--- src/rtl/srio_pkg.sv ---
package srio_pkg;

  // Clock and link-silence timing
  localparam int unsigned CLK_HZ = 50_000_000;
  localparam int unsigned RX_TIMEOUT_US = 2000;
  localparam int unsigned RX_TIMEOUT_CYC = (CLK_HZ / 1_000_000) * RX_TIMEOUT_US;

  // Data and table geometry
  localparam int WORD_W = 16;
  localparam int NUM_SLAVES = 16;
  localparam int SLV_W = 4;
  localparam int CNT_W = 5;
  localparam int TYPE_W = 8;
  localparam int NUM_WORDS = 64;
  localparam int IDX_W = 6;

  // Status word layout
  localparam int STAT_W = 24;
  localparam int ST_MISS_LSB = 0;
  localparam int ST_ABSENT_BIT = 4;
  localparam int ST_ACTIVE_BIT = 7;
  localparam int ST_MISMATCH_LSB = 8;
  localparam logic [STAT_W-1:0] STATUS_RESET = 24'h000000;

  // Command word layout
  localparam int CMD_W = 16;
  localparam int CMD_RESTART_BIT = 0;
  localparam int CMD_RESET_BIT = 1;

  typedef enum logic [2:0] {
    SRIO_IDLE,
    SRIO_INIT,
    SRIO_WAIT_DATA,
    SRIO_ACTIVE,
    SRIO_FAILED,
    SRIO_STOPPED
  } srio_state_e;

endpackage

--- src/rtl/srio_sync_rise.sv ---
`timescale 1ns/1ps
module srio_sync_rise (
  input wire logic i_clock,
  input wire logic i_arst_n,
  input wire logic i_async,
  output logic o_rise
);
  typedef struct packed {
    logic s1;
    logic s2;
    logic s3;
  } srio_sync_s;

  srio_sync_s sync_reg;
  srio_sync_s sync_next;

  always_comb begin
    sync_next = sync_reg;
    sync_next.s1 = i_async;
    sync_next.s2 = sync_reg.s1;
    sync_next.s3 = sync_reg.s2;
  end

  always_ff @(posedge i_clock or negedge i_arst_n) begin
    if (!i_arst_n) begin
      sync_reg <= '0;
    end else begin
      sync_reg <= sync_next;
    end
  end

  // Only the second and third stages are looked at
  assign o_rise = sync_reg.s2 & ~sync_reg.s3;
endmodule

--- src/rtl/srio_word_table.sv ---
`timescale 1ns/1ps
module srio_word_table #(
  parameter int NWORDS = srio_pkg::NUM_WORDS,
  parameter int WW = srio_pkg::WORD_W,
  parameter int IW = srio_pkg::IDX_W
) (
  input wire logic i_clock,
  input wire logic i_arst_n,
  input wire logic i_wr_en,
  input wire logic [IW-1:0] i_wr_index,
  input wire logic [WW-1:0] i_wr_data,
  input wire logic i_stale,
  input wire logic i_hold,
  input wire logic [IW-1:0] i_rd_index,
  output logic [WW-1:0] o_rd_data
);
  import srio_pkg::*;

  typedef struct packed {
    logic [NWORDS-1:0][WW-1:0] words;
    logic [WW-1:0] rd;
  } srio_table_s;

  srio_table_s tab_reg;
  srio_table_s tab_next;

  always_comb begin
    tab_next = tab_reg;
    // Whole word written at once
    if (i_wr_en && !i_stale) begin
      tab_next.words[i_wr_index] = i_wr_data;
    end
    // Zero fill or hold last
    if (i_stale && !i_hold) begin
      tab_next.rd = '0;
    end else begin
      tab_next.rd = tab_reg.words[i_rd_index];
    end
  end

  always_ff @(posedge i_clock or negedge i_arst_n) begin
    if (!i_arst_n) begin
      tab_reg <= '0;
    end else begin
      tab_reg <= tab_next;
    end
  end

  assign o_rd_data = tab_reg.rd;
endmodule

--- src/rtl/srio_master.sv ---
`timescale 1ns/1ps
// What this block does
// Slave zero data sets link active
// Slave data lands in assigned input words
// Stale outputs zeroed or held, one setting
// Keeps sending outputs while master operates
// Stale inputs zeroed or held, still supplied
// Operator clears fault, power-cycles, then restarts
// Restart may form a shorter link
// Coherence only within each 16-bit word
// 24-bit status: health byte plus mismatches
// Status bit 7 mirrors active indicator
// Missing slaves set bit 4, link runs
// Bits 0-3 give lowest missing position
// Power loss and cable break alike
// Bits 8-23 flag per-slave mismatch at init
// Mismatch alone never stops the link
// Controller checks bit 4 at startup
// Controller pulses bit 0 to restart
// Restart only when idle; one-shot commands
// Reset command stops outputs, clears active (code acts on it only in SRIO_ACTIVE)
// No transmit before valid controller output
// One zero/hold setting per direction
module srio_master #(
  parameter int unsigned RX_TIMEOUT_CYCLES = srio_pkg::RX_TIMEOUT_CYC
) (
  input wire logic i_clock,
  input wire logic i_arst_n,
  input wire logic i_ctrl_run,
  input wire logic i_out_valid,
  input wire logic [srio_pkg::IDX_W-1:0] i_out_index,
  input wire logic [srio_pkg::WORD_W-1:0] i_out_data,
  input wire logic [srio_pkg::CMD_W-1:0] i_cmd,
  input wire logic i_restart_button,
  input wire logic i_in_hold,
  input wire logic i_out_hold,
  input wire logic [srio_pkg::CNT_W-1:0] i_cfg_count,
  input wire logic [srio_pkg::NUM_SLAVES*srio_pkg::TYPE_W-1:0] i_cfg_types,
  input wire logic [srio_pkg::NUM_SLAVES*srio_pkg::IDX_W-1:0] i_cfg_in_base,
  input wire logic i_ident_valid,
  input wire logic [srio_pkg::SLV_W-1:0] i_ident_slave,
  input wire logic [srio_pkg::TYPE_W-1:0] i_ident_type,
  input wire logic i_init_done,
  input wire logic [srio_pkg::CNT_W-1:0] i_found_count,
  input wire logic i_rx_valid,
  input wire logic [srio_pkg::SLV_W-1:0] i_rx_slave,
  input wire logic [srio_pkg::IDX_W-1:0] i_rx_word,
  input wire logic [srio_pkg::WORD_W-1:0] i_rx_data,
  input wire logic [srio_pkg::IDX_W-1:0] i_tx_index,
  input wire logic [srio_pkg::IDX_W-1:0] i_in_rd_index,
  output logic o_link_start,
  output logic o_tx_enable,
  output logic [srio_pkg::WORD_W-1:0] o_tx_data,
  output logic [srio_pkg::WORD_W-1:0] o_in_rd_data,
  output logic [srio_pkg::STAT_W-1:0] o_status,
  output logic o_link_active_indicator
);
  import srio_pkg::*;

  localparam int TMO_W = $clog2(RX_TIMEOUT_CYCLES + 1);
  localparam logic [TMO_W-1:0] TMO_LAST = TMO_W'(RX_TIMEOUT_CYCLES - 1);

  typedef struct packed {
    srio_state_e state;
    logic got_out;
    logic [1:0] cmd_prev;
    logic [STAT_W-1:0] status;
    logic [TMO_W-1:0] tmo;
    logic start;
  } srio_main_s;

  srio_main_s m_reg;
  srio_main_s m_next;

  logic btn_rise;
  logic restart_req;
  logic reset_req;
  logic in_stale;
  logic rx_wr;
  logic [IDX_W-1:0] rx_base;
  logic [IDX_W-1:0] rx_index;
  logic [TYPE_W-1:0] cfg_type;

  srio_sync_rise u_button (
    .i_clock(i_clock),
    .i_arst_n(i_arst_n),
    .i_async(i_restart_button),
    .o_rise(btn_rise)
  );

  // Commands act on rising edge only
  assign restart_req = btn_rise |
    (i_cmd[CMD_RESTART_BIT] & ~m_reg.cmd_prev[0]);
  assign reset_req = i_cmd[CMD_RESET_BIT] & ~m_reg.cmd_prev[1];

  // Slave base plus word offset
  assign rx_base = i_cfg_in_base[i_rx_slave*IDX_W +: IDX_W];
  assign rx_index = IDX_W'(rx_base + i_rx_word);
  assign cfg_type = i_cfg_types[i_ident_slave*TYPE_W +: TYPE_W];

  // Inputs stale in every state except SRIO_WAIT_DATA and SRIO_ACTIVE
  assign in_stale = (m_reg.state != SRIO_ACTIVE) && (m_reg.state != SRIO_WAIT_DATA);
  assign rx_wr = i_rx_valid && !in_stale;

  always_comb begin
    m_next = m_reg;
    m_next.start = 1'b0;
    m_next.cmd_prev = {i_cmd[CMD_RESET_BIT], i_cmd[CMD_RESTART_BIT]};
    // Wait for valid controller output
    if (i_out_valid && i_ctrl_run) begin
      m_next.got_out = 1'b1;
    end
    case (m_reg.state)
      SRIO_IDLE: begin
        if (m_reg.got_out) begin
          m_next.state = SRIO_INIT;
          m_next.start = 1'b1;
          m_next.status = STATUS_RESET;
        end
      end
      SRIO_INIT: begin
        // Mismatch flags evaluated at init
        if (i_ident_valid && (CNT_W'(i_ident_slave) < i_cfg_count) &&
            (i_ident_type != cfg_type)) begin
          m_next.status[ST_MISMATCH_LSB + int'(i_ident_slave)] = 1'b1;
        end
        if (i_init_done) begin
          // Mismatches do not block start
          m_next.state = SRIO_WAIT_DATA;
          m_next.tmo = '0;
          // Absent slaves flagged, link still runs
          if (i_found_count < i_cfg_count) begin
            m_next.status[ST_ABSENT_BIT] = 1'b1;
            // Lowest missing position
            // First unreachable slave reported
            m_next.status[ST_MISS_LSB +: 4] = i_found_count[3:0];
          end
        end
      end
      SRIO_WAIT_DATA: begin
        // First slave zero data
        if (i_rx_valid && (i_rx_slave == '0)) begin
          m_next.state = SRIO_ACTIVE;
          m_next.status[ST_ACTIVE_BIT] = 1'b1;
          m_next.tmo = '0;
        end else if (m_reg.tmo == TMO_LAST) begin
          m_next.state = SRIO_FAILED;
        end else begin
          m_next.tmo = m_reg.tmo + 1'b1;
        end
      end
      SRIO_ACTIVE: begin
        // Reset command drops the link
        if (reset_req) begin
          m_next.state = SRIO_STOPPED;
          m_next.status[ST_ACTIVE_BIT] = 1'b0;
        end else if (i_rx_valid) begin
          m_next.tmo = '0;
        end else if (m_reg.tmo == TMO_LAST) begin
          // Link failure clears active bit
          m_next.state = SRIO_FAILED;
          m_next.status[ST_ACTIVE_BIT] = 1'b0;
        end else begin
          m_next.tmo = m_reg.tmo + 1'b1;
        end
      end
      SRIO_FAILED,
      SRIO_STOPPED: begin
        // No check that faults are gone
        // Restart accepted only here
        if (restart_req) begin
          m_next.state = SRIO_INIT;
          m_next.start = 1'b1;
          m_next.status = STATUS_RESET;
        end
      end
      default: begin
        m_next.state = SRIO_IDLE;
      end
    endcase
  end

  always_ff @(posedge i_clock or negedge i_arst_n) begin
    if (!i_arst_n) begin
      m_reg <= '{state: SRIO_IDLE, got_out: 1'b0, cmd_prev: 2'h0,
                 status: STATUS_RESET, tmo: '0, start: 1'b0};
    end else begin
      m_reg <= m_next;
    end
  end

  // Output table defaults when controller stops
  srio_word_table #(
    .NWORDS(NUM_WORDS),
    .WW(WORD_W),
    .IW(IDX_W)
  ) u_out_table (
    .i_clock(i_clock),
    .i_arst_n(i_arst_n),
    .i_wr_en(i_out_valid),
    .i_wr_index(i_out_index),
    .i_wr_data(i_out_data),
    .i_stale(~i_ctrl_run),
    .i_hold(i_out_hold),
    .i_rd_index(i_tx_index),
    .o_rd_data(o_tx_data)
  );

  // Input table keeps feeding the controller
  srio_word_table #(
    .NWORDS(NUM_WORDS),
    .WW(WORD_W),
    .IW(IDX_W)
  ) u_in_table (
    .i_clock(i_clock),
    .i_arst_n(i_arst_n),
    .i_wr_en(rx_wr),
    .i_wr_index(rx_index),
    .i_wr_data(i_rx_data),
    .i_stale(in_stale),
    .i_hold(i_in_hold),
    .i_rd_index(i_in_rd_index),
    .o_rd_data(o_in_rd_data)
  );

  // Transmit continues through failure, stops on reset command in SRIO_ACTIVE
  assign o_tx_enable = m_reg.got_out && (m_reg.state != SRIO_IDLE) &&
                       (m_reg.state != SRIO_STOPPED);
  assign o_link_start = m_reg.start;
  // Status word straight from register
  assign o_status = m_reg.status;
  assign o_link_active_indicator = m_reg.status[ST_ACTIVE_BIT];

  AST_ACTIVE_ON_SLAVE0: assert property (@(posedge i_clock) disable iff (!i_arst_n)
    (m_reg.state == SRIO_WAIT_DATA && i_rx_valid && i_rx_slave == '0)
    |=> (o_status[ST_ACTIVE_BIT] && m_reg.state == SRIO_ACTIVE))
    else $error("link active not set on slave zero data");

  AST_INDICATOR_MIRROR: assert property (@(posedge i_clock) disable iff (!i_arst_n)
    (o_link_active_indicator == o_status[ST_ACTIVE_BIT]) &&
    (o_status[ST_ACTIVE_BIT] == (m_reg.state == SRIO_ACTIVE)))
    else $error("active indicator disagrees with link state");

  AST_NO_TX_BEFORE_OUTPUT: assert property (@(posedge i_clock) disable iff (!i_arst_n)
    !m_reg.got_out |-> !o_tx_enable && !o_link_start)
    else $error("transmit before valid output data");

  AST_RESET_STOPS: assert property (@(posedge i_clock) disable iff (!i_arst_n)
    (m_reg.state == SRIO_ACTIVE && reset_req)
    |=> (!o_tx_enable && !o_status[ST_ACTIVE_BIT])[*2])
    else $error("reset command did not stop link");

  AST_RESTART_IGNORED_ACTIVE: assert property (@(posedge i_clock) disable iff (!i_arst_n)
    (m_reg.state == SRIO_ACTIVE && restart_req && !reset_req)
    |=> !o_link_start)
    else $error("restart acted on while link active");

  AST_ABSENT_REPORT: assert property (@(posedge i_clock) disable iff (!i_arst_n)
    (m_reg.state == SRIO_INIT && i_init_done && i_found_count < i_cfg_count)
    |=> (o_status[ST_ABSENT_BIT] && o_status[3:0] == $past(i_found_count[3:0])))
    else $error("absent slave report wrong");

  AST_MISMATCH_FLAG: assert property (@(posedge i_clock) disable iff (!i_arst_n)
    (m_reg.state == SRIO_INIT && i_ident_valid && CNT_W'(i_ident_slave) < i_cfg_count &&
     i_ident_type != cfg_type)
    |=> o_status[ST_MISMATCH_LSB + int'($past(i_ident_slave))])
    else $error("mismatch bit not set");

  AST_MISMATCH_RUNS: assert property (@(posedge i_clock) disable iff (!i_arst_n)
    (m_reg.state == SRIO_INIT && i_init_done)
    |=> (m_reg.state == SRIO_WAIT_DATA && o_tx_enable))
    else $error("link stopped after init");

  AST_OUT_ZERO: assert property (@(posedge i_clock) disable iff (!i_arst_n)
    (!i_ctrl_run && !i_out_hold) |=> o_tx_data == 16'h0000)
    else $error("stale output not zeroed");

  AST_IN_ZERO: assert property (@(posedge i_clock) disable iff (!i_arst_n)
    (in_stale && !i_in_hold) |=> o_in_rd_data == 16'h0000)
    else $error("stale input not zeroed");

  AST_TX_WHILE_FAILED: assert property (@(posedge i_clock) disable iff (!i_arst_n)
    (m_reg.state == SRIO_FAILED || m_reg.state == SRIO_ACTIVE) |-> o_tx_enable)
    else $error("transmit dropped while master operating");

  AST_STATUS_SPARE: assert property (@(posedge i_clock) disable iff (!i_arst_n)
    o_status[6:5] == 2'h0)
    else $error("unused status bits set");

  COV_LINK_UP: cover property (@(posedge i_clock) disable iff (!i_arst_n)
    m_reg.state == SRIO_WAIT_DATA ##1 m_reg.state == SRIO_ACTIVE);

  COV_LINK_FAIL: cover property (@(posedge i_clock) disable iff (!i_arst_n)
    m_reg.state == SRIO_ACTIVE ##1 m_reg.state == SRIO_FAILED);

  COV_RESET_RESTART: cover property (@(posedge i_clock) disable iff (!i_arst_n)
    m_reg.state == SRIO_STOPPED ##1 m_reg.state == SRIO_INIT);

  COV_ABSENT: cover property (@(posedge i_clock) disable iff (!i_arst_n)
    $rose(o_status[ST_ABSENT_BIT]));
endmodule

--- config.mk ---
export PLATFORM = sky130hd
export DESIGN_NAME = srio_master
export DESIGN_NICKNAME = d
export VERILOG_FILES = /design/src/rtl/srio_pkg.sv /design/src/rtl/srio_sync_rise.sv /design/src/rtl/srio_word_table.sv /design/src/rtl/srio_master.sv
export SDC_FILE = /design/constraint.sdc
export NUM_CORES = 2
export LEC_CHECK = 0
export BUFFER_PORTS_ARGS = -buffer_cell sky130_fd_sc_hd__buf_2
export CAP_MARGIN = 20
export CORE_ASPECT_RATIO = 0.75
export CORE_MARGIN = 10
export CORE_UTILIZATION = 40
export DETAILED_ROUTE_END_ITERATION = 12
export GPL_TIMING_DRIVEN = 0
export PLACE_DENSITY = 0.67
export SYNTH_ARGS = -nofsm -noshare
export SYNTH_HDL_FRONTEND = slang
export SYNTH_SLANG_ARGS = --single-unit
--- constraint.sdc ---
create_clock -name i_clock -period 3.15 [get_ports i_clock]
set_input_delay 0.315 -clock i_clock [delete_from_list [all_inputs] [get_ports i_clock]]
set_output_delay 0.315 -clock i_clock [all_outputs]
set_load 0.02 [all_outputs]
==> impl_results.md <==
* Largest net degree at the start of global routing at approximately 180
* Nature of the critical path startpoint: input port
* Antenna violation net count after detailed routing at 0
* FF-to-FF setup slack at -0.16 ns
* Vias in the first global route at 62470
* RSZ-0062 raised after global routing: yes
* Synthesis-to-layout area growth at 21.09%
* Number of I/O port buffers at 324
* CTS Buf Count at 212
* Fin nets at between 7000 and 8000
* Pwr Total at between 80 and 90 mW
* Crit-path cells: dlygate4sd3_1, buf_2, nand2_1, nor2_1, nand3_1, nor2_1, clkbuf_1, mux2_2
* Initial antenna violation count at 46
* Syn avg cell area at ~16 um2
* Die area at between 200000 and 300000 um2
* Pwr dens at 687.0 nW/um2
* Pins Over Slew Limit at 0
* Core Footprint at roughly 240000 um2
* Post-synth top cells: dfrtp_1 (2129), mux2_2 (2034), mux4_2 (718), clkbuf_1 (388), buf_1 (96)
* Critical Path End: u_out_table.tab_reg[1021]$_DFFE_PN0P_
* DRT Pass-1 Iters at 5
* Post-Syn Instances at 6042
* Clock Sink Count at between 2000 and 2500
* Routability cong. at about 0.97
* Crit-path most repeated cell: nor2_1
* Row cnt at around 160
* Top cell type's share of synthesized area at 0.5396
* Number of synthesized flops with an enable pin at 0
* Hold Fails Final Rpt at 0
* Leading area contributor after synthesis: dfrtp_1
* Max-cap violations at 0
* Number of synthesized register bits at 2129
* Routed WL at roughly 310000 um
* Status: finished, violations left
* Worst-path clk slew at ~0.070 ns
* Adder-Cell Fraction of Synth Area at 0.001850
* Slowest cell on the critical path: nor2_1
* Critical path depth at 8
* Avg WL per Cell at 29.92 um
* Post-synthesis mux area share at 0.4017
* Layout cells sized above 1 at 0.5682
* Clk_lat worst skew at 0.88 ns
* Peak per-stage delay on the critical path at 1.01 ns
* Post-DP HPWL at around 220000 um
* Distinct cells, synth at 67
* Clk_skew at ~0.066 ns
* All-layer global routing usage at 0.2226
* Total gr overflow at 0
* CP Buf/Inv Count at 3
* CP top delay family: simple AND/OR/NAND/NOR gates
* Ys Warns at 0
* Max IR drop VDD at just over 0.0006 V
* Worst EP arrival at about 4.1 ns
* Worst Reg-to-Reg Cells at 11
* Synth Flop Type: dfrtp_1
* Max Clk Rate at about 290 MHz
* Worst reg2reg startpoint: m_reg[46]$_DFFE_PN0P_
* Min Tclk post-route at ~3.4 ns
* Tcrit/Tclk final at 1.085
* Max-slew headroom at 0.1492
* Max clock buf depth at 3
* Die Ht at around 450 um
* Sequential area share after synthesis at 0.5396
* Ys async rst share at 1.000
* Final setup viols at approximately 1000
* Worst-margin pin slew at between 1 and 1.5 ns
* CP required at a little under 4 ns
* Crit. End Element: flip-flop
* Pleak at 55.70 nW
* Htree depth at 4
* DRC at 0
* First-pass GRT wire length at around 450000 um
* Worst-path maximum fanout at 10
* # IOs at between 300 and 400
* XOR/XNOR share of the synthesized area at 0.003117
* Failing checks: negative setup slack
* DRT iter0 DRCs at around 6200
* Routed vias/inst at ~5.9
* Hold Path Class: in -> reg
* Most common cell in the netlist: dfrtp_1
* Clock root cell: clkbuf_16
* PnR worst setup slack at -0.2686 ns
* Largest family of logic cells by synthesized area: multiplexers
* Via count at 60890
* Area contributors post-synth: dfrtp_1 (54%), mux2_2 (23%), mux4_2 (16%)
* Total negative slack at -110.66 ns
* Mapped Area at between 90000 and 100000 um2
* Reg2Reg Capture Point: u_in_table.tab_reg[218]$_DFFE_PN0P_
* Die extent in x at 593.7 um
* Compound-Gate Fraction of Synth Area at 0.006704
* Initial Util at 0.4034
* Critical path class: in -> reg
* CP startpoint: i_ctrl_run
* CTS tree: yes
* Simple-gate share of the synthesized area at 0.01992
-- tightest hold or removal path, stage by stage --
cell	delay [ns]
buf_2	0.13
nand2_1	0.28
o41ai_1	0.14
-- worst min path at each step --
stage	startpoint	to	cells past startpoint
3_5_place_dp	u_button.sync_next[1]$_DFF_PN0_	u_button.sync_next[0]$_DFF_PN0_	0
2_1_floorplan	i_arst_n	m_reg[10]$_DFFE_PN0P_	0
4_1_cts	i_ident_slave[0]	o_status[19]$_DFFE_PN0P_	3
6_report	i_ident_slave[0]	o_status[19]$_DFFE_PN0P_	3
5_1_grt	i_ident_slave[0]	o_status[19]$_DFFE_PN0P_	3
3_3_place_gp	u_button.sync_next[1]$_DFF_PN0_	u_button.sync_next[0]$_DFF_PN0_	0
-- power by group --
group	total (mW)	switching (mW)	leakage [nW]	internal (mW)
combinational	18.9	7.92	23.1	11.0
sequential	37.1	3.40	29.1	33.7
clock	26.1	11.3	3.51	14.8
total	82.1	22.6	55.7	59.5
-- cell type report --
type                            count  area [um2]
Fill cell                       20300      125200
Clock inverter                     78        1023
Multi-Input combinational cell   3297       45140
Inverter                           10       37.54
Buffer                            603        3516
Tap cell                         3259        4078
Timing Repair Buffer              645        6307
Clock buffer                      304        6141
Antenna cell                       12       30.03
Sequential cell                  2129       53280
-- routing by layer --
metal	track usage	up-vias	wire length, um
met5	0	-	140
li1	-	24350	-
met2	0.3103	2554	130700
met3	0.06439	435	29890
met4	0.04977	22	6791
met1	0.3415	33530	141800
-- stage by stage --
step	utilization	hold WS [ns]	setup WS (ns)	instance area, um2	cells
final	0.4884	0.05534	-0.2686	119600	10340
after global routing	0.4884	0.06552	-0.2765	119500	10330
after CTS	0.4806	0.01539	-0.2002	117600	10230
after detailed placement	0.4361	0.3395	-2.094	106700	9677
after global placement	0.4318	0.3364	-44.66	105700	9626
after floorplan	-	0.01941	-0.9005	99990	6043
-- cell families after synthesis --
kind of cell / Yosys count
DFF: 2129
other: 1
xor gates and xnor gates: 30
buffers and inverters: 617
adders and majority gates: 14
muxes: 2804
and+or+nand+nor: 353
AOI/OAI and AO/OA: 94
-- cell usage in the layout, fill, tap and decap left out, types with 10 or more instances in the layout --
cell / instances
dfrtp_1: 2129
mux2_2: 1668
mux4_2: 718
clkbuf_1: 419
mux2_4: 383
buf_2: 333
clkbuf_16: 229
buf_4: 171
buf_12: 87
buf_1: 75
nor2_1: 73
buf_8: 66
nand2_1: 60
clkbuf_8: 51
buf_6: 46
buf_16: 43
nor2b_1: 42
clkinv_2: 37
nand2_8: 30
mux2i_1: 30
nor2_4: 28
o21ai_0: 17
nor3_4: 16
o41ai_1: 16
nand2b_1: 15
bufinv_16: 15
nand3_1: 13
xor2_1: 13
dlygate4sd3_1: 13
diode_2: 12
inv_1: 10
clkdlybuf4s15_2: 10
a22oi_1: 10
-- repair_timing --
action                                  4_1_cts  5_1_grt
setup buffers                               135       72
hold endpoints to repair                    149        0
endpoints found under the setup margin     1049     1353
pin swaps                                    57       44
hold buffers                                 13        0
gates resized for setup                     390      187
gates cloned                                 25       17
No activity file was read; power rests on OpenSTA's default activity.
